--- config.mk ---
export PLATFORM = sky130hd
export DESIGN_NAME = lbds_loopback
export DESIGN_NICKNAME = d
export VERILOG_FILES = /design/src/logic/lbds_pkg.sv /design/src/logic/lbds_loopback.sv
export VERILOG_INCLUDE_DIRS = /design/src /design/src/logic
export SDC_FILE = /design/constraint.sdc
export NUM_CORES = 1
export LEC_CHECK = 0
export BUFFER_PORTS_ARGS = -buffer_cell sky130_fd_sc_hd__buf_2
export CAP_MARGIN = 25
export CORE_ASPECT_RATIO = 0.6
export CORE_MARGIN = 1.5
export CORE_UTILIZATION = 59
export DETAILED_ROUTE_END_ITERATION = 6
export GPL_TIMING_DRIVEN = 0
export HOLD_SLACK_MARGIN = 0.06
export PLACE_DENSITY_LB_ADDON = 0.1
export SLEW_MARGIN = 15
export SYNTH_ARGS = -nofsm -noshare
export SYNTH_HDL_FRONTEND = slang
export SYNTH_SLANG_ARGS = --single-unit
export TNS_END_PERCENT = 1
--- constraint.sdc ---
create_clock -name REF_CLK_I -period 5.6 [get_ports REF_CLK_I]
set_input_delay 0.84 -clock REF_CLK_I [delete_from_list [all_inputs] [get_ports REF_CLK_I]]
set_output_delay 0.84 -clock REF_CLK_I [all_outputs]
set_load 0.05 [all_outputs]
--- src/logic/lbds_consts.svh ---
// Offsets, field positions, codes and timing counts of the loopback diagnostic block
`ifndef LBDS_CONSTS_SVH
`define LBDS_CONSTS_SVH
`define LBDS_CLK_HZ          40000000
`define LBDS_BIT_HZ          10000000
`define LBDS_BIT_DIV         (`LBDS_CLK_HZ / `LBDS_BIT_HZ)
`define LBDS_HB_WINDOW_BITS  8'h40
`define LBDS_TC_CRC_INHIBIT  0
`define LBDS_TC_LB_LSB       1
`define LBDS_LB_NORMAL       2'h0
`define LBDS_LB_INTERNAL     2'h1
`define LBDS_LB_ENDEC        2'h2
`define LBDS_LB_XCVR         2'h3
`define LBDS_TS_SENT         0
`define LBDS_TS_DONE         1
`define LBDS_TS_COLLIDED     2
`define LBDS_TS_ABORTED      3
`define LBDS_TS_CARRIER_LOST 4
`define LBDS_TS_HEARTBEAT    6
`define LBDS_RS_INTACT       0
`define LBDS_RS_CRC_ERR      1
`define LBDS_RS_ALIGN_ERR    2
`define LBDS_RS_MULTICAST    5
`define LBDS_IS_RECEIVED     0
`define LBDS_IS_SENT         1
`define LBDS_IS_TX_ERROR     3
`define LBDS_PREAMBLE_BYTE   8'h55
`define LBDS_SYNC_BYTE       8'hD5
`define LBDS_PREAMBLE_BYTES  3'h7
`define LBDS_ADDR_BYTES      16'h0006
`define LBDS_CRC_INIT        32'hFFFFFFFF
`define LBDS_CRC_POLY        32'hEDB88320
`define LBDS_CRC_RESIDUE     32'hDEBB20E3
`endif

--- src/logic/lbds_pkg.sv ---
// State types of the loopback diagnostic block
package lbds_pkg;
  typedef enum logic [2:0] {TX_IDLE, TX_DEFER, TX_PREAMBLE, TX_DATA, TX_CRC, TX_HEARTBEAT} lbds_tx_state_type;
  typedef enum logic [1:0] {RX_HUNT, RX_DATA, RX_COUNT} lbds_rx_state_type;
endpackage

--- src/logic/lbds_loopback.sv ---
// Loopback transmit/receive path with transmit, receive and interrupt status
`timescale 1ns/1ps
`include "lbds_consts.svh"

// Summary of operation
// Internal loopback blocks carrier and collision, so carrier-lost and heartbeat flags set.
// Transmitter-appended CRC forces receiver CRC error, since one CRC engine is shared.
// Loopback sets only the packet-sent interrupt flag; packet-received stays 0.
// Encoder/decoder loopback: heartbeat flag set, carrier-lost clear; status 43/02/02.
// Transceiver loopback: no heartbeat or carrier-lost; status 03, or 01/07 variants.
// Transceiver loopback reports interrupt status 08 when the packet cannot be sent.
// External loopback still defers to carrier and stops on collision.
// Software must not trust receive data or status after live external loopback.
// CRC and alignment error flags only set for address-matching packets.
// Software runs address tests in internal loopback with its own CRC.
// Address tests use data config 40, transmit config 03, software CRC.
// Match with good CRC gives receive status 01, or 21 if multicast.
// Match with bad CRC gives receive status 02, or 22 if multicast.
// Non-matching address with bad CRC leaves receive status 01, no CRC flag.
// Internal loopback disables serial data and transmit enable outputs.
// Encoder/decoder loopback drives loopback output; heartbeat reported missing.
// Transceiver loopback needs real network access; later packets may overwrite results.
// CRC inhibit sends last FIFO byte last; otherwise four CRC bytes appended.
// Software writes zero then loopback mode between consecutive loopback sends.
// Transmit sends 56 preamble bits then an 8-bit sync pattern.
// At receive end the byte count bytes are written into the receive FIFO.
// Two-bit loopback field takes effect on the next transmit command; LOOPBACK_OUT_O follows the field one clock after it changes.
module lbds_loopback #(
  parameter int BIT_DIV        = `LBDS_BIT_DIV,
  parameter logic [7:0] HB_WIN = `LBDS_HB_WINDOW_BITS
) (
  input  wire logic        REF_CLK_I,
  input  wire logic        RESET_I,
  input  wire logic [7:0]  TRANSMIT_CONFIG_I,
  input  wire logic        START_TX_I,
  input  wire logic [7:0]  TX_BYTE_I,
  input  wire logic        TX_BYTE_VALID_I,
  input  wire logic        TX_BYTE_LAST_I,
  input  wire logic [47:0] STATION_ADDR_I,
  input  wire logic        ACCEPT_MULTICAST_I,
  input  wire logic        CARRIER_SENSE_I,
  input  wire logic        COLLISION_I,
  input  wire logic        RX_DATA_I,
  output logic             TX_DATA_O,
  output logic             TX_ENABLE_OUT_O,
  output logic             LOOPBACK_OUT_O,
  output logic             TX_BYTE_TAKE_O,
  output logic             TX_BUSY_O,
  output logic [7:0]       RX_FIFO_DATA_O,
  output logic             RX_FIFO_WRITE_O,
  output logic [7:0]       TRANSMIT_STATUS_O,
  output logic [7:0]       RECEIVE_STATUS_O,
  output logic [7:0]       INTERRUPT_STATUS_O
);
  typedef struct packed {
    logic [7:0]                 div;
    lbds_pkg::lbds_tx_state_type tx;
    logic [1:0]                 lb;
    logic                       inh;
    logic [4:0]                 bcnt;
    logic [2:0]                 pidx;
    logic [7:0]                 sh;
    logic                       last;
    logic [31:0]                crc;
    logic                       cs_seen;
    logic                       hb_seen;
    logic [7:0]                 hb_cnt;
    logic [7:0]                 transmit_status;
    logic [7:0]                 interrupt_status;
    logic                       txd;
    logic                       tx_enable_out;
    logic                       loopback_out;
    logic                       take;
    logic                       busy;
    logic                       cs1, cs2, col1, col2, rxd1, rxd2;
    lbds_pkg::lbds_rx_state_type rx;
    logic [7:0]                 rsh;
    logic [2:0]                 rbits;
    logic [15:0]                rcount;
    logic                       phys_ok;
    logic                       mc;
    logic [7:0]                 receive_status;
    logic [7:0]                 fdata;
    logic                       fwe;
    logic [1:0]                 post;
    logic                       frame_d;
  } lbds_state_type;

  lbds_state_type s;
  lbds_state_type next_s;

  always_comb
  begin
    logic       bit_en;
    logic       ext;
    logic       tx_on;
    logic       tx_bit;
    logic       rbit;
    logic       frame;
    logic [7:0] rbyte;
    logic       crc_bad;
    logic       match;
    bit_en  = (s.div == 8'h00);
    ext     = (s.lb != `LBDS_LB_INTERNAL);
    tx_on   = (s.tx == lbds_pkg::TX_PREAMBLE) || (s.tx == lbds_pkg::TX_DATA) || (s.tx == lbds_pkg::TX_CRC);
    tx_bit  = (s.tx == lbds_pkg::TX_CRC) ? ~s.crc[0] : s.sh[0];
    rbit    = ext ? s.rxd2 : tx_bit;
    frame   = ext ? s.cs2 : tx_on;
    rbyte   = {rbit, s.rsh[7:1]};
    crc_bad = 1'b0;
    match   = 1'b0;
    next_s  = s;
    next_s.div  = bit_en ? 8'(BIT_DIV - 1) : s.div - 8'h01;
    next_s.cs1  = CARRIER_SENSE_I;
    next_s.cs2  = s.cs1;
    next_s.col1 = COLLISION_I;
    next_s.col2 = s.col1;
    next_s.rxd1 = RX_DATA_I;
    next_s.rxd2 = s.rxd1;
    next_s.take = 1'b0;
    next_s.fwe  = 1'b0;
    // loopback pin
    next_s.loopback_out = (TRANSMIT_CONFIG_I[`LBDS_TC_LB_LSB +: 2] == `LBDS_LB_ENDEC);

    case (s.tx)
      lbds_pkg::TX_IDLE:
      begin
        if (START_TX_I)
        begin
          // latch path
          next_s.lb      = TRANSMIT_CONFIG_I[`LBDS_TC_LB_LSB +: 2];
          next_s.inh     = TRANSMIT_CONFIG_I[`LBDS_TC_CRC_INHIBIT];
          next_s.transmit_status     = 8'h00;
          next_s.interrupt_status     = 8'h00;
          next_s.cs_seen = 1'b0;
          next_s.hb_seen = 1'b0;
          next_s.tx      = lbds_pkg::TX_DEFER;
        end
      end
      lbds_pkg::TX_DEFER:
      begin
        // defer to carrier
        if (bit_en && !(ext && s.cs2))
        begin
          next_s.tx   = lbds_pkg::TX_PREAMBLE;
          next_s.sh   = `LBDS_PREAMBLE_BYTE;
          next_s.pidx = 3'h0;
          next_s.bcnt = 5'h00;
          next_s.last = 1'b0;
          if (!s.inh)
            next_s.crc = `LBDS_CRC_INIT;
        end
      end
      lbds_pkg::TX_PREAMBLE, lbds_pkg::TX_DATA, lbds_pkg::TX_CRC:
      begin
        if (bit_en)
        begin
          next_s.bcnt = s.bcnt + 5'h01;
          next_s.sh   = {1'b0, s.sh[7:1]};
          // blocked when internal
          if (ext && s.cs2)
            next_s.cs_seen = 1'b1;
          if (s.tx == lbds_pkg::TX_CRC)
          begin
            next_s.crc = {1'b0, s.crc[31:1]};
            if (s.bcnt == 5'h1F)
            begin
              next_s.tx     = lbds_pkg::TX_HEARTBEAT;
              next_s.hb_cnt = HB_WIN;
            end
          end
          else
          begin
            // shared CRC engine
            if (s.tx == lbds_pkg::TX_DATA && !s.inh)
              next_s.crc = {1'b0, s.crc[31:1]} ^ ((s.crc[0] ^ tx_bit) ? `LBDS_CRC_POLY : 32'h00000000);
            if (s.bcnt[2:0] == 3'h7)
            begin
              next_s.bcnt = 5'h00;
              // preamble then sync
              if (s.tx == lbds_pkg::TX_PREAMBLE && s.pidx != `LBDS_PREAMBLE_BYTES)
              begin
                next_s.pidx = s.pidx + 3'h1;
                next_s.sh   = (s.pidx == 3'h6) ? `LBDS_SYNC_BYTE : `LBDS_PREAMBLE_BYTE;
              end
              else if (!s.last && TX_BYTE_VALID_I)
              begin
                next_s.tx   = lbds_pkg::TX_DATA;
                next_s.sh   = TX_BYTE_I;
                next_s.last = TX_BYTE_LAST_I;
                next_s.take = 1'b1;
              end
              // CRC inhibit choice
              else if (!s.inh)
                next_s.tx = lbds_pkg::TX_CRC;
              else
              begin
                next_s.tx     = lbds_pkg::TX_HEARTBEAT;
                next_s.hb_cnt = HB_WIN;
              end
            end
          end
          // collision stops attempt
          if (ext && s.col2)
          begin
            next_s.tx                      = lbds_pkg::TX_IDLE;
            next_s.transmit_status                     = 8'h00;
            next_s.transmit_status[`LBDS_TS_COLLIDED]  = 1'b1;
            next_s.transmit_status[`LBDS_TS_ABORTED]   = 1'b1;
            // not transmittable
            next_s.interrupt_status[`LBDS_IS_TX_ERROR]  = 1'b1;
          end
        end
      end
      lbds_pkg::TX_HEARTBEAT:
      begin
        // heartbeat only from outside
        if (ext && s.col2)
          next_s.hb_seen = 1'b1;
        if (bit_en)
        begin
          next_s.hb_cnt = s.hb_cnt - 8'h01;
          if (s.hb_cnt == 8'h00)
          begin
            next_s.tx                          = lbds_pkg::TX_IDLE;
            next_s.transmit_status[`LBDS_TS_SENT]          = 1'b1;
            next_s.transmit_status[`LBDS_TS_DONE]          = 1'b1;
            // carrier and heartbeat
            next_s.transmit_status[`LBDS_TS_CARRIER_LOST]  = !s.cs_seen;
            next_s.transmit_status[`LBDS_TS_HEARTBEAT]     = !s.hb_seen;
            // only packet-sent flag
            next_s.interrupt_status[`LBDS_IS_SENT]          = 1'b1;
          end
        end
      end
      default:
        next_s.tx = lbds_pkg::TX_IDLE;
    endcase

    // internal keeps pins quiet
    // Pins move on bit ticks only, so the last bit also stands a full bit time
    next_s.tx_enable_out  = (next_s.tx == lbds_pkg::TX_IDLE) ? 1'b0 : (bit_en ? (tx_on && ext) : s.tx_enable_out);
    next_s.txd  = next_s.tx_enable_out && (bit_en ? tx_bit : s.txd);
    next_s.busy = (next_s.tx != lbds_pkg::TX_IDLE);

    if (bit_en)
      next_s.frame_d = frame;
    case (s.rx)
      lbds_pkg::RX_HUNT:
      begin
        if (bit_en && frame)
        begin
          next_s.rsh = rbyte;
          if (rbyte == `LBDS_SYNC_BYTE)
          begin
            next_s.rx      = lbds_pkg::RX_DATA;
            next_s.rbits   = 3'h0;
            next_s.rcount  = 16'h0000;
            next_s.phys_ok = 1'b1;
            next_s.mc      = 1'b0;
            if (s.inh)
              next_s.crc = `LBDS_CRC_INIT;
          end
        end
        else if (bit_en)
          next_s.rsh = 8'h00;
      end
      lbds_pkg::RX_DATA:
      begin
        if (bit_en && frame)
        begin
          next_s.rsh   = rbyte;
          next_s.rbits = s.rbits + 3'h1;
          // receiver checks only software CRC
          if (s.inh)
            next_s.crc = {1'b0, s.crc[31:1]} ^ ((s.crc[0] ^ rbit) ? `LBDS_CRC_POLY : 32'h00000000);
          if (s.rbits == 3'h7)
          begin
            next_s.fdata  = rbyte;
            next_s.fwe    = 1'b1;
            next_s.rcount = s.rcount + 16'h0001;
            if (s.rcount < `LBDS_ADDR_BYTES)
            begin
              if (rbyte != STATION_ADDR_I[8 * s.rcount[2:0] +: 8])
                next_s.phys_ok = 1'b0;
              if (s.rcount == 16'h0000)
                next_s.mc = rbyte[0];
            end
          end
        end
        else if (bit_en && s.frame_d)
        begin
          crc_bad = s.inh ? (s.crc != `LBDS_CRC_RESIDUE) : 1'b1;
          match   = (s.phys_ok && !s.mc) || (s.mc && ACCEPT_MULTICAST_I);
          next_s.receive_status = 8'h00;
          // status by address match
          if (match && s.rcount >= `LBDS_ADDR_BYTES)
          begin
            next_s.receive_status[`LBDS_RS_CRC_ERR]   = crc_bad;
            next_s.receive_status[`LBDS_RS_ALIGN_ERR] = crc_bad && (s.rbits != 3'h0);
            next_s.receive_status[`LBDS_RS_INTACT]    = !crc_bad;
            next_s.receive_status[`LBDS_RS_MULTICAST] = s.mc;
          end
          else
            next_s.receive_status[`LBDS_RS_INTACT] = 1'b1;
          // received flag only outside loopback
          if (s.lb == `LBDS_LB_NORMAL)
            next_s.interrupt_status[`LBDS_IS_RECEIVED] = 1'b1;
          next_s.rx   = lbds_pkg::RX_COUNT;
          next_s.post = 2'h0;
        end
      end
      lbds_pkg::RX_COUNT:
      begin
        // count bytes low, high, low
        next_s.fwe   = 1'b1;
        next_s.fdata = (s.post == 2'h1) ? s.rcount[15:8] : s.rcount[7:0];
        next_s.post  = s.post + 2'h1;
        if (s.post == 2'h2)
          next_s.rx = lbds_pkg::RX_HUNT;
      end
      default:
        next_s.rx = lbds_pkg::RX_HUNT;
    endcase
    // Receive side may write the rx flag in the cycle a new start clears it
    if (START_TX_I && s.tx == lbds_pkg::TX_IDLE && next_s.interrupt_status[`LBDS_IS_RECEIVED] && !s.interrupt_status[`LBDS_IS_RECEIVED])
      next_s.interrupt_status[`LBDS_IS_RECEIVED] = 1'b1;
  end

  always_ff @(posedge REF_CLK_I or posedge RESET_I)
  begin
    if (RESET_I)
    begin
      s    <= '0;
      s.tx <= lbds_pkg::TX_IDLE;
      s.rx <= lbds_pkg::RX_HUNT;
    end
    else
      s <= next_s;
  end

  assign TX_DATA_O          = s.txd;
  assign TX_ENABLE_OUT_O    = s.tx_enable_out;
  assign LOOPBACK_OUT_O     = s.loopback_out;
  assign TX_BYTE_TAKE_O     = s.take;
  assign TX_BUSY_O          = s.busy;
  assign RX_FIFO_DATA_O     = s.fdata;
  assign RX_FIFO_WRITE_O    = s.fwe;
  assign TRANSMIT_STATUS_O  = s.transmit_status;
  assign RECEIVE_STATUS_O   = s.receive_status;
  assign INTERRUPT_STATUS_O = s.interrupt_status;
endmodule

==> report_table.html <==
<table>
<tr><th>Metric</th><th>Value</th></tr>
<tr><th colspan="2">Clocking</th></tr>
<tr><td>Register clock-pin slew on the reported worst setup and hold paths</td><td>0.07 ns</td></tr>
<tr><td>Total clock sinks</td><td>136</td></tr>
<tr><td>CTS tree</td><td>built</td></tr>
<tr><td>Clk buf depth</td><td>2</td></tr>
<tr><td>H-tree depth reported by CTS</td><td>4</td></tr>
<tr><td>Cts repair resizes</td><td>0</td></tr>
<tr><td>Clock insertion delay at the later pin of the skew report</td><td>0.43 ns</td></tr>
<tr><td>Total clock buffers created by CTS</td><td>17</td></tr>
<tr><td>Hold buffer count at cts</td><td>0</td></tr>
<tr><td>CTS root buffer</td><td>sky130_fd_sc_hd__clkbuf_16</td></tr>
<tr><td>Setup Buffers After CTS</td><td>0</td></tr>
<tr><th colspan="2">Setup path</th></tr>
<tr><td>Bufs and invs on worst path</td><td>2</td></tr>
<tr><td>Cell-by-cell trace of the critical path</td><td>inv_1, ha_1, nor4b_4, nand2_2, a211oi_2, nand2_1, clkbuf_1, a31o_2</td></tr>
<tr><td>Largest delay contributor family on the critical path</td><td>simple AND/OR/NAND/NOR gates</td></tr>
<tr><td>Cell with the largest stage delay on the worst path</td><td>sky130_fd_sc_hd__a211oi_2</td></tr>
<tr><td>Biggest fanout along the worst timing path</td><td>10</td></tr>
<tr><td>Reg2reg setup slack</td><td>2.51 ns</td></tr>
<tr><td>Critical path origin</td><td>s[143]$_DFF_PP0_</td></tr>
<tr><td>Type of the worst setup path</td><td>flip-flop to flip-flop</td></tr>
<tr><td>Worst path arrival time</td><td>3.40 ns</td></tr>
<tr><td>CP endpoint kind</td><td>flip-flop</td></tr>
<tr><td>Worst path max stage delay</td><td>0.53 ns</td></tr>
<tr><td>Worst reg2reg path startpoint</td><td>s[143]$_DFF_PP0_</td></tr>
<tr><td>Required time of the critical path</td><td>5.91 ns</td></tr>
<tr><td>Startpoint types</td><td>flip-flop</td></tr>
<tr><th colspan="2">Cells and area</th></tr>
<tr><td>Fraction of layout cells with a size suffix above 1</td><td>21.5%</td></tr>
<tr><td>Total inserted antenna cells</td><td>0</td></tr>
<tr><td>Utilization after layout</td><td>69.8%</td></tr>
<tr><td>Multi-input combinational cell area</td><td>4650 um^2</td></tr>
<tr><td>Combined flip-flop and latch cell area</td><td>3400 um^2</td></tr>
<tr><td>Final net count</td><td>1178</td></tr>
<tr><td>Filler cells</td><td>1121</td></tr>
<tr><td>Area added between synthesis and finish</td><td>16.3%</td></tr>
<tr><td>Final design instance area without fill</td><td>10100 um^2</td></tr>
<tr><th colspan="2">Detailed routing</th></tr>
<tr><td>Drt via density</td><td>6.18</td></tr>
<tr><td>Wire length reported by the detailed router</td><td>24300 um</td></tr>
<tr><td>Routed length per placed instance</td><td>18.7 um</td></tr>
<tr><td>Number of nets still failing antenna checks after routing</td><td>0</td></tr>
<tr><td>Number of vias in the routed layout</td><td>8017</td></tr>
<tr><td>Iteration count of the initial detailed-routing pass</td><td>5</td></tr>
<tr><td>1st-iter DRT viols</td><td>893</td></tr>
<tr><td>Number of remaining DRC errors</td><td>0</td></tr>
<tr><th colspan="2">Logic synthesis</th></tr>
<tr><td>Syn Inst Count</td><td>962</td></tr>
<tr><td>Synth area leaders</td><td>sky130_fd_sc_hd__dfrtp_1 (39%), sky130_fd_sc_hd__nand2_1 (4.7%), sky130_fd_sc_hd__o21ai_0 (3.8%)</td></tr>
<tr><td>Asr flop ratio synth</td><td>100%</td></tr>
<tr><td>Number of enable-type register cells in the synthesized netlist</td><td>0</td></tr>
<tr><td>Part of the Yosys area used for sequential elements</td><td>39.3%</td></tr>
<tr><td>Post-synthesis cell type count</td><td>90</td></tr>
<tr><td>Area fraction of the dominant cell type after synthesis</td><td>39.3%</td></tr>
<tr><td>Number of warnings reported in the yosys synthesis log</td><td>0</td></tr>
<tr><td>Area of the mapped netlist</td><td>8660 um^2</td></tr>
<tr><td>Avg Synthesized Cell Area</td><td>9.00 um^2</td></tr>
<tr><td>Number of synthesized register bits</td><td>136</td></tr>
<tr><td>Library cell with the largest summed area after synthesis</td><td>sky130_fd_sc_hd__dfrtp_1</td></tr>
<tr><td>Synth Flop Type</td><td>sky130_fd_sc_hd__dfrtp_1</td></tr>
<tr><th colspan="2">Power and ir drop</th></tr>
<tr><td>Proportion of total power due to net switching</td><td>36.1%</td></tr>
<tr><td>Fraction of power consumed by sequential logic</td><td>37.9%</td></tr>
<tr><td>Share of power burned in the clock network</td><td>33.0%</td></tr>
<tr><td>Worst VDD drop</td><td>0.329 mV</td></tr>
<tr><td>Pwr per Cell Area</td><td>355 nW/um^2</td></tr>
<tr><td>Pint</td><td>2.28 mW</td></tr>
<tr><td>PnR Total Power</td><td>3.57 mW</td></tr>
<tr><td>Combinational power share</td><td>29.1%</td></tr>
<tr><td>Cell leakage power</td><td>4.49 nW</td></tr>
<tr><td>NetSw</td><td>1.29 mW</td></tr>
<tr><th colspan="2">GRT</th></tr>
<tr><td>Number of global-route vias before repair</td><td>7545</td></tr>
<tr><td>Total global routing overflow</td><td>0</td></tr>
<tr><td>Total routing usage reported by global routing</td><td>32.7%</td></tr>
<tr><td>Largest net degree at the start of global routing</td><td>112</td></tr>
<tr><td>Initial antenna violation count</td><td>0</td></tr>
<tr><td>Global-route wire length before repair</td><td>39800 um</td></tr>
<tr><th colspan="2">Placement</th></tr>
<tr><td>Routability congestion estimate from global placement</td><td>0.957</td></tr>
<tr><td>Placed Area</td><td>9450 um^2</td></tr>
<tr><td>Placed wire-length estimate after detailed placement</td><td>17500 um</td></tr>
<tr><td>Number of buffers inserted by port buffering</td><td>94</td></tr>
<tr><th colspan="2">Timing</th></tr>
<tr><td>Total setup violations reported at the end of the flow</td><td>0</td></tr>
<tr><td>Maximum achievable frequency</td><td>0.324 GHz</td></tr>
<tr><td>RSZ-0062 raised after global routing</td><td>no</td></tr>
<tr><td>Fin. max-slew vios</td><td>0</td></tr>
<tr><td>Clock period minus final worst setup slack</td><td>3.09 ns</td></tr>
<tr><td>Headroom to the max-slew limit</td><td>28.5%</td></tr>
<tr><td>Clock Skews</td><td>0.0115 ns</td></tr>
<tr><td>Final period util</td><td>55.1%</td></tr>
<tr><td>Slew at the pin closest to its max-slew limit</td><td>1.07 ns</td></tr>
<tr><td>Number of failing hold endpoints at the final stage</td><td>0</td></tr>
<tr><th colspan="2">Die</th></tr>
<tr><td>Area of the core</td><td>14400 um^2</td></tr>
<tr><td>Starting Density</td><td>60.0%</td></tr>
<tr><td>I/O Pins</td><td>111</td></tr>
<tr><td>Die extent in y</td><td>96.8 um</td></tr>
<tr><td>Width of the die</td><td>159 um</td></tr>
<tr><td>Die ar.</td><td>15400 um^2</td></tr>
<tr><td>Std-Cell Rows</td><td>34</td></tr>
<tr><th colspan="2">Run status</th></tr>
<tr><td>Status</td><td>complete, no violations</td></tr>
<tr><th colspan="2">Hold path</th></tr>
<tr><td>Classification of the worst-slack hold path</td><td>primary input to asynchronous set/reset pin</td></tr>
<tr><th colspan="2">Run</th></tr>
<tr><td>Count of max-cap constraint violations</td><td>0</td></tr>
</table>
==> power groups by stage <==
stage | sequential (mW) | clock [mW] | combinational, mW
2_1_floorplan | 1.32 | 0 | 0.772
3_3_place_gp | 1.36 | 0 | 0.988
3_5_place_dp | 1.36 | 0 | 1.01
4_1_cts | 1.34 | 1.18 | 1.02
5_1_grt | 1.37 | 1.22 | 1.14
6_report | 1.36 | 1.18 | 1.04
==> stage by stage <==
stage | setup TNS (ns) | hold WS (ns) | std cells | worst slack [ns]
after floorplan | 0 | 0.331 | 972 | 1.12
after global placement | -64.22 | 0.332 | 1264 | -0.489
after detailed placement | 0 | 0.335 | 1265 | 2.63
after CTS | 0 | 0.347 | 1297 | 2.60
after global routing | 0 | 0.356 | 1297 | 2.32
final | 0 | 0.344 | 1297 | 2.51
==> final cells by class <==
type                            count  area share [%]
Multi-Input combinational cell    704            46.2
Sequential cell                   136            33.8
Buffer                             92            4.96
Timing Repair Buffer               95            4.95
Clock buffer                       21            4.77
Tap cell                          198            2.46
Inverter                           40            1.57
Clock inverter                     11            1.34
==> sequential cells by signal, summed over array words and instances, names as in the netlist <==
| name | flops |
|---|---|
| TX_ENABLE_OUT_O | 1 |
| INTERRUPT_STATUS_O | 2 |
| next_s | 3 |
| RX_FIFO_WRITE_O | 1 |
| LOOPBACK_OUT_O | 1 |
| TRANSMIT_STATUS_O | 4 |
| TX_BYTE_TAKE_O | 1 |
| RECEIVE_STATUS_O | 4 |
| RX_FIFO_DATA_O | 8 |
| TX_BUSY_O | 1 |
| s | 109 |
| TX_DATA_O | 1 |
==> cells in the mapped netlist, types with 19 or more instances <==
cell                         n
sky130_fd_sc_hd__a21oi_1    63
sky130_fd_sc_hd__buf_2      20
sky130_fd_sc_hd__buf_4      34
sky130_fd_sc_hd__clkbuf_1   34
sky130_fd_sc_hd__dfrtp_1   136
sky130_fd_sc_hd__ha_1       19
sky130_fd_sc_hd__inv_1      38
sky130_fd_sc_hd__mux2i_1    32
sky130_fd_sc_hd__nand2_1   108
sky130_fd_sc_hd__nor2_1     76
sky130_fd_sc_hd__o21ai_0    66
sky130_fd_sc_hd__xnor2_1    25
==> cells by family (layout without fill, tap and decap cells) <==
kind of cell               after synthesis  count (layout)  synth area share [%]
adders and majority gates               19              19                  2.75
xor gates and xnor gates                32              32                  3.24
and+or+nand+nor                        304             304                  17.4
DFF                                    136             136                  39.3
AOI/OAI and AO/OA                      291             291                  23.3
muxes                                   47              47                  6.43
other                                    1              11                0.0433
buffers and inverters                  132             259                  7.50
==> worst paths after layout <==
path / to / cells past startpoint
max: s[108]$_DFF_PP0_ / 8
min: RECEIVE_STATUS_O[0]$_DFFE_PP0P_ / 2
max reg2reg: s[108]$_DFF_PP0_ / 8
min reg2reg: s[51]$_DFF_PP0_ / 0
max in group asynchronous: s[141]$_DFF_PP0_ / 3
min in group REF_CLK_I: s[51]$_DFF_PP0_ / 0
==> placed cells by master (no fill, tap or decap), types with 19 or more instances in the layout <==
cell and count:
sky130_fd_sc_hd__dfrtp_1 136, sky130_fd_sc_hd__buf_2 114, sky130_fd_sc_hd__nand2_1 108, sky130_fd_sc_hd__nor2_1 76, sky130_fd_sc_hd__o21ai_0 66, sky130_fd_sc_hd__a21oi_1 63, sky130_fd_sc_hd__inv_1 37, sky130_fd_sc_hd__clkbuf_1 34
sky130_fd_sc_hd__buf_4 34, sky130_fd_sc_hd__mux2i_1 32, sky130_fd_sc_hd__xnor2_1 25, sky130_fd_sc_hd__ha_1 19
==> metal layers <==
layer	routed length (um)	vias up	track usage, %
met5	0	-	0
met4	325	0	9.07
met3	2570	40	7.03
met2	9970	418	45.9
met1	11400	3843	50.7
li1	-	3716	-
==> worst reg2reg max path, cell delays in order (launching register included) <==
cell and delay, ns:
sky130_fd_sc_hd__dfrtp_1 0.39, sky130_fd_sc_hd__inv_1 0.06, sky130_fd_sc_hd__ha_1 0.25, sky130_fd_sc_hd__nor4b_4 0.41, sky130_fd_sc_hd__nand2_2 0.34, sky130_fd_sc_hd__a211oi_2 0.53
sky130_fd_sc_hd__nand2_1 0.32, sky130_fd_sc_hd__clkbuf_1 0.37, sky130_fd_sc_hd__a31o_2 0.30
No activity file was read; power rests on OpenSTA's default activity.
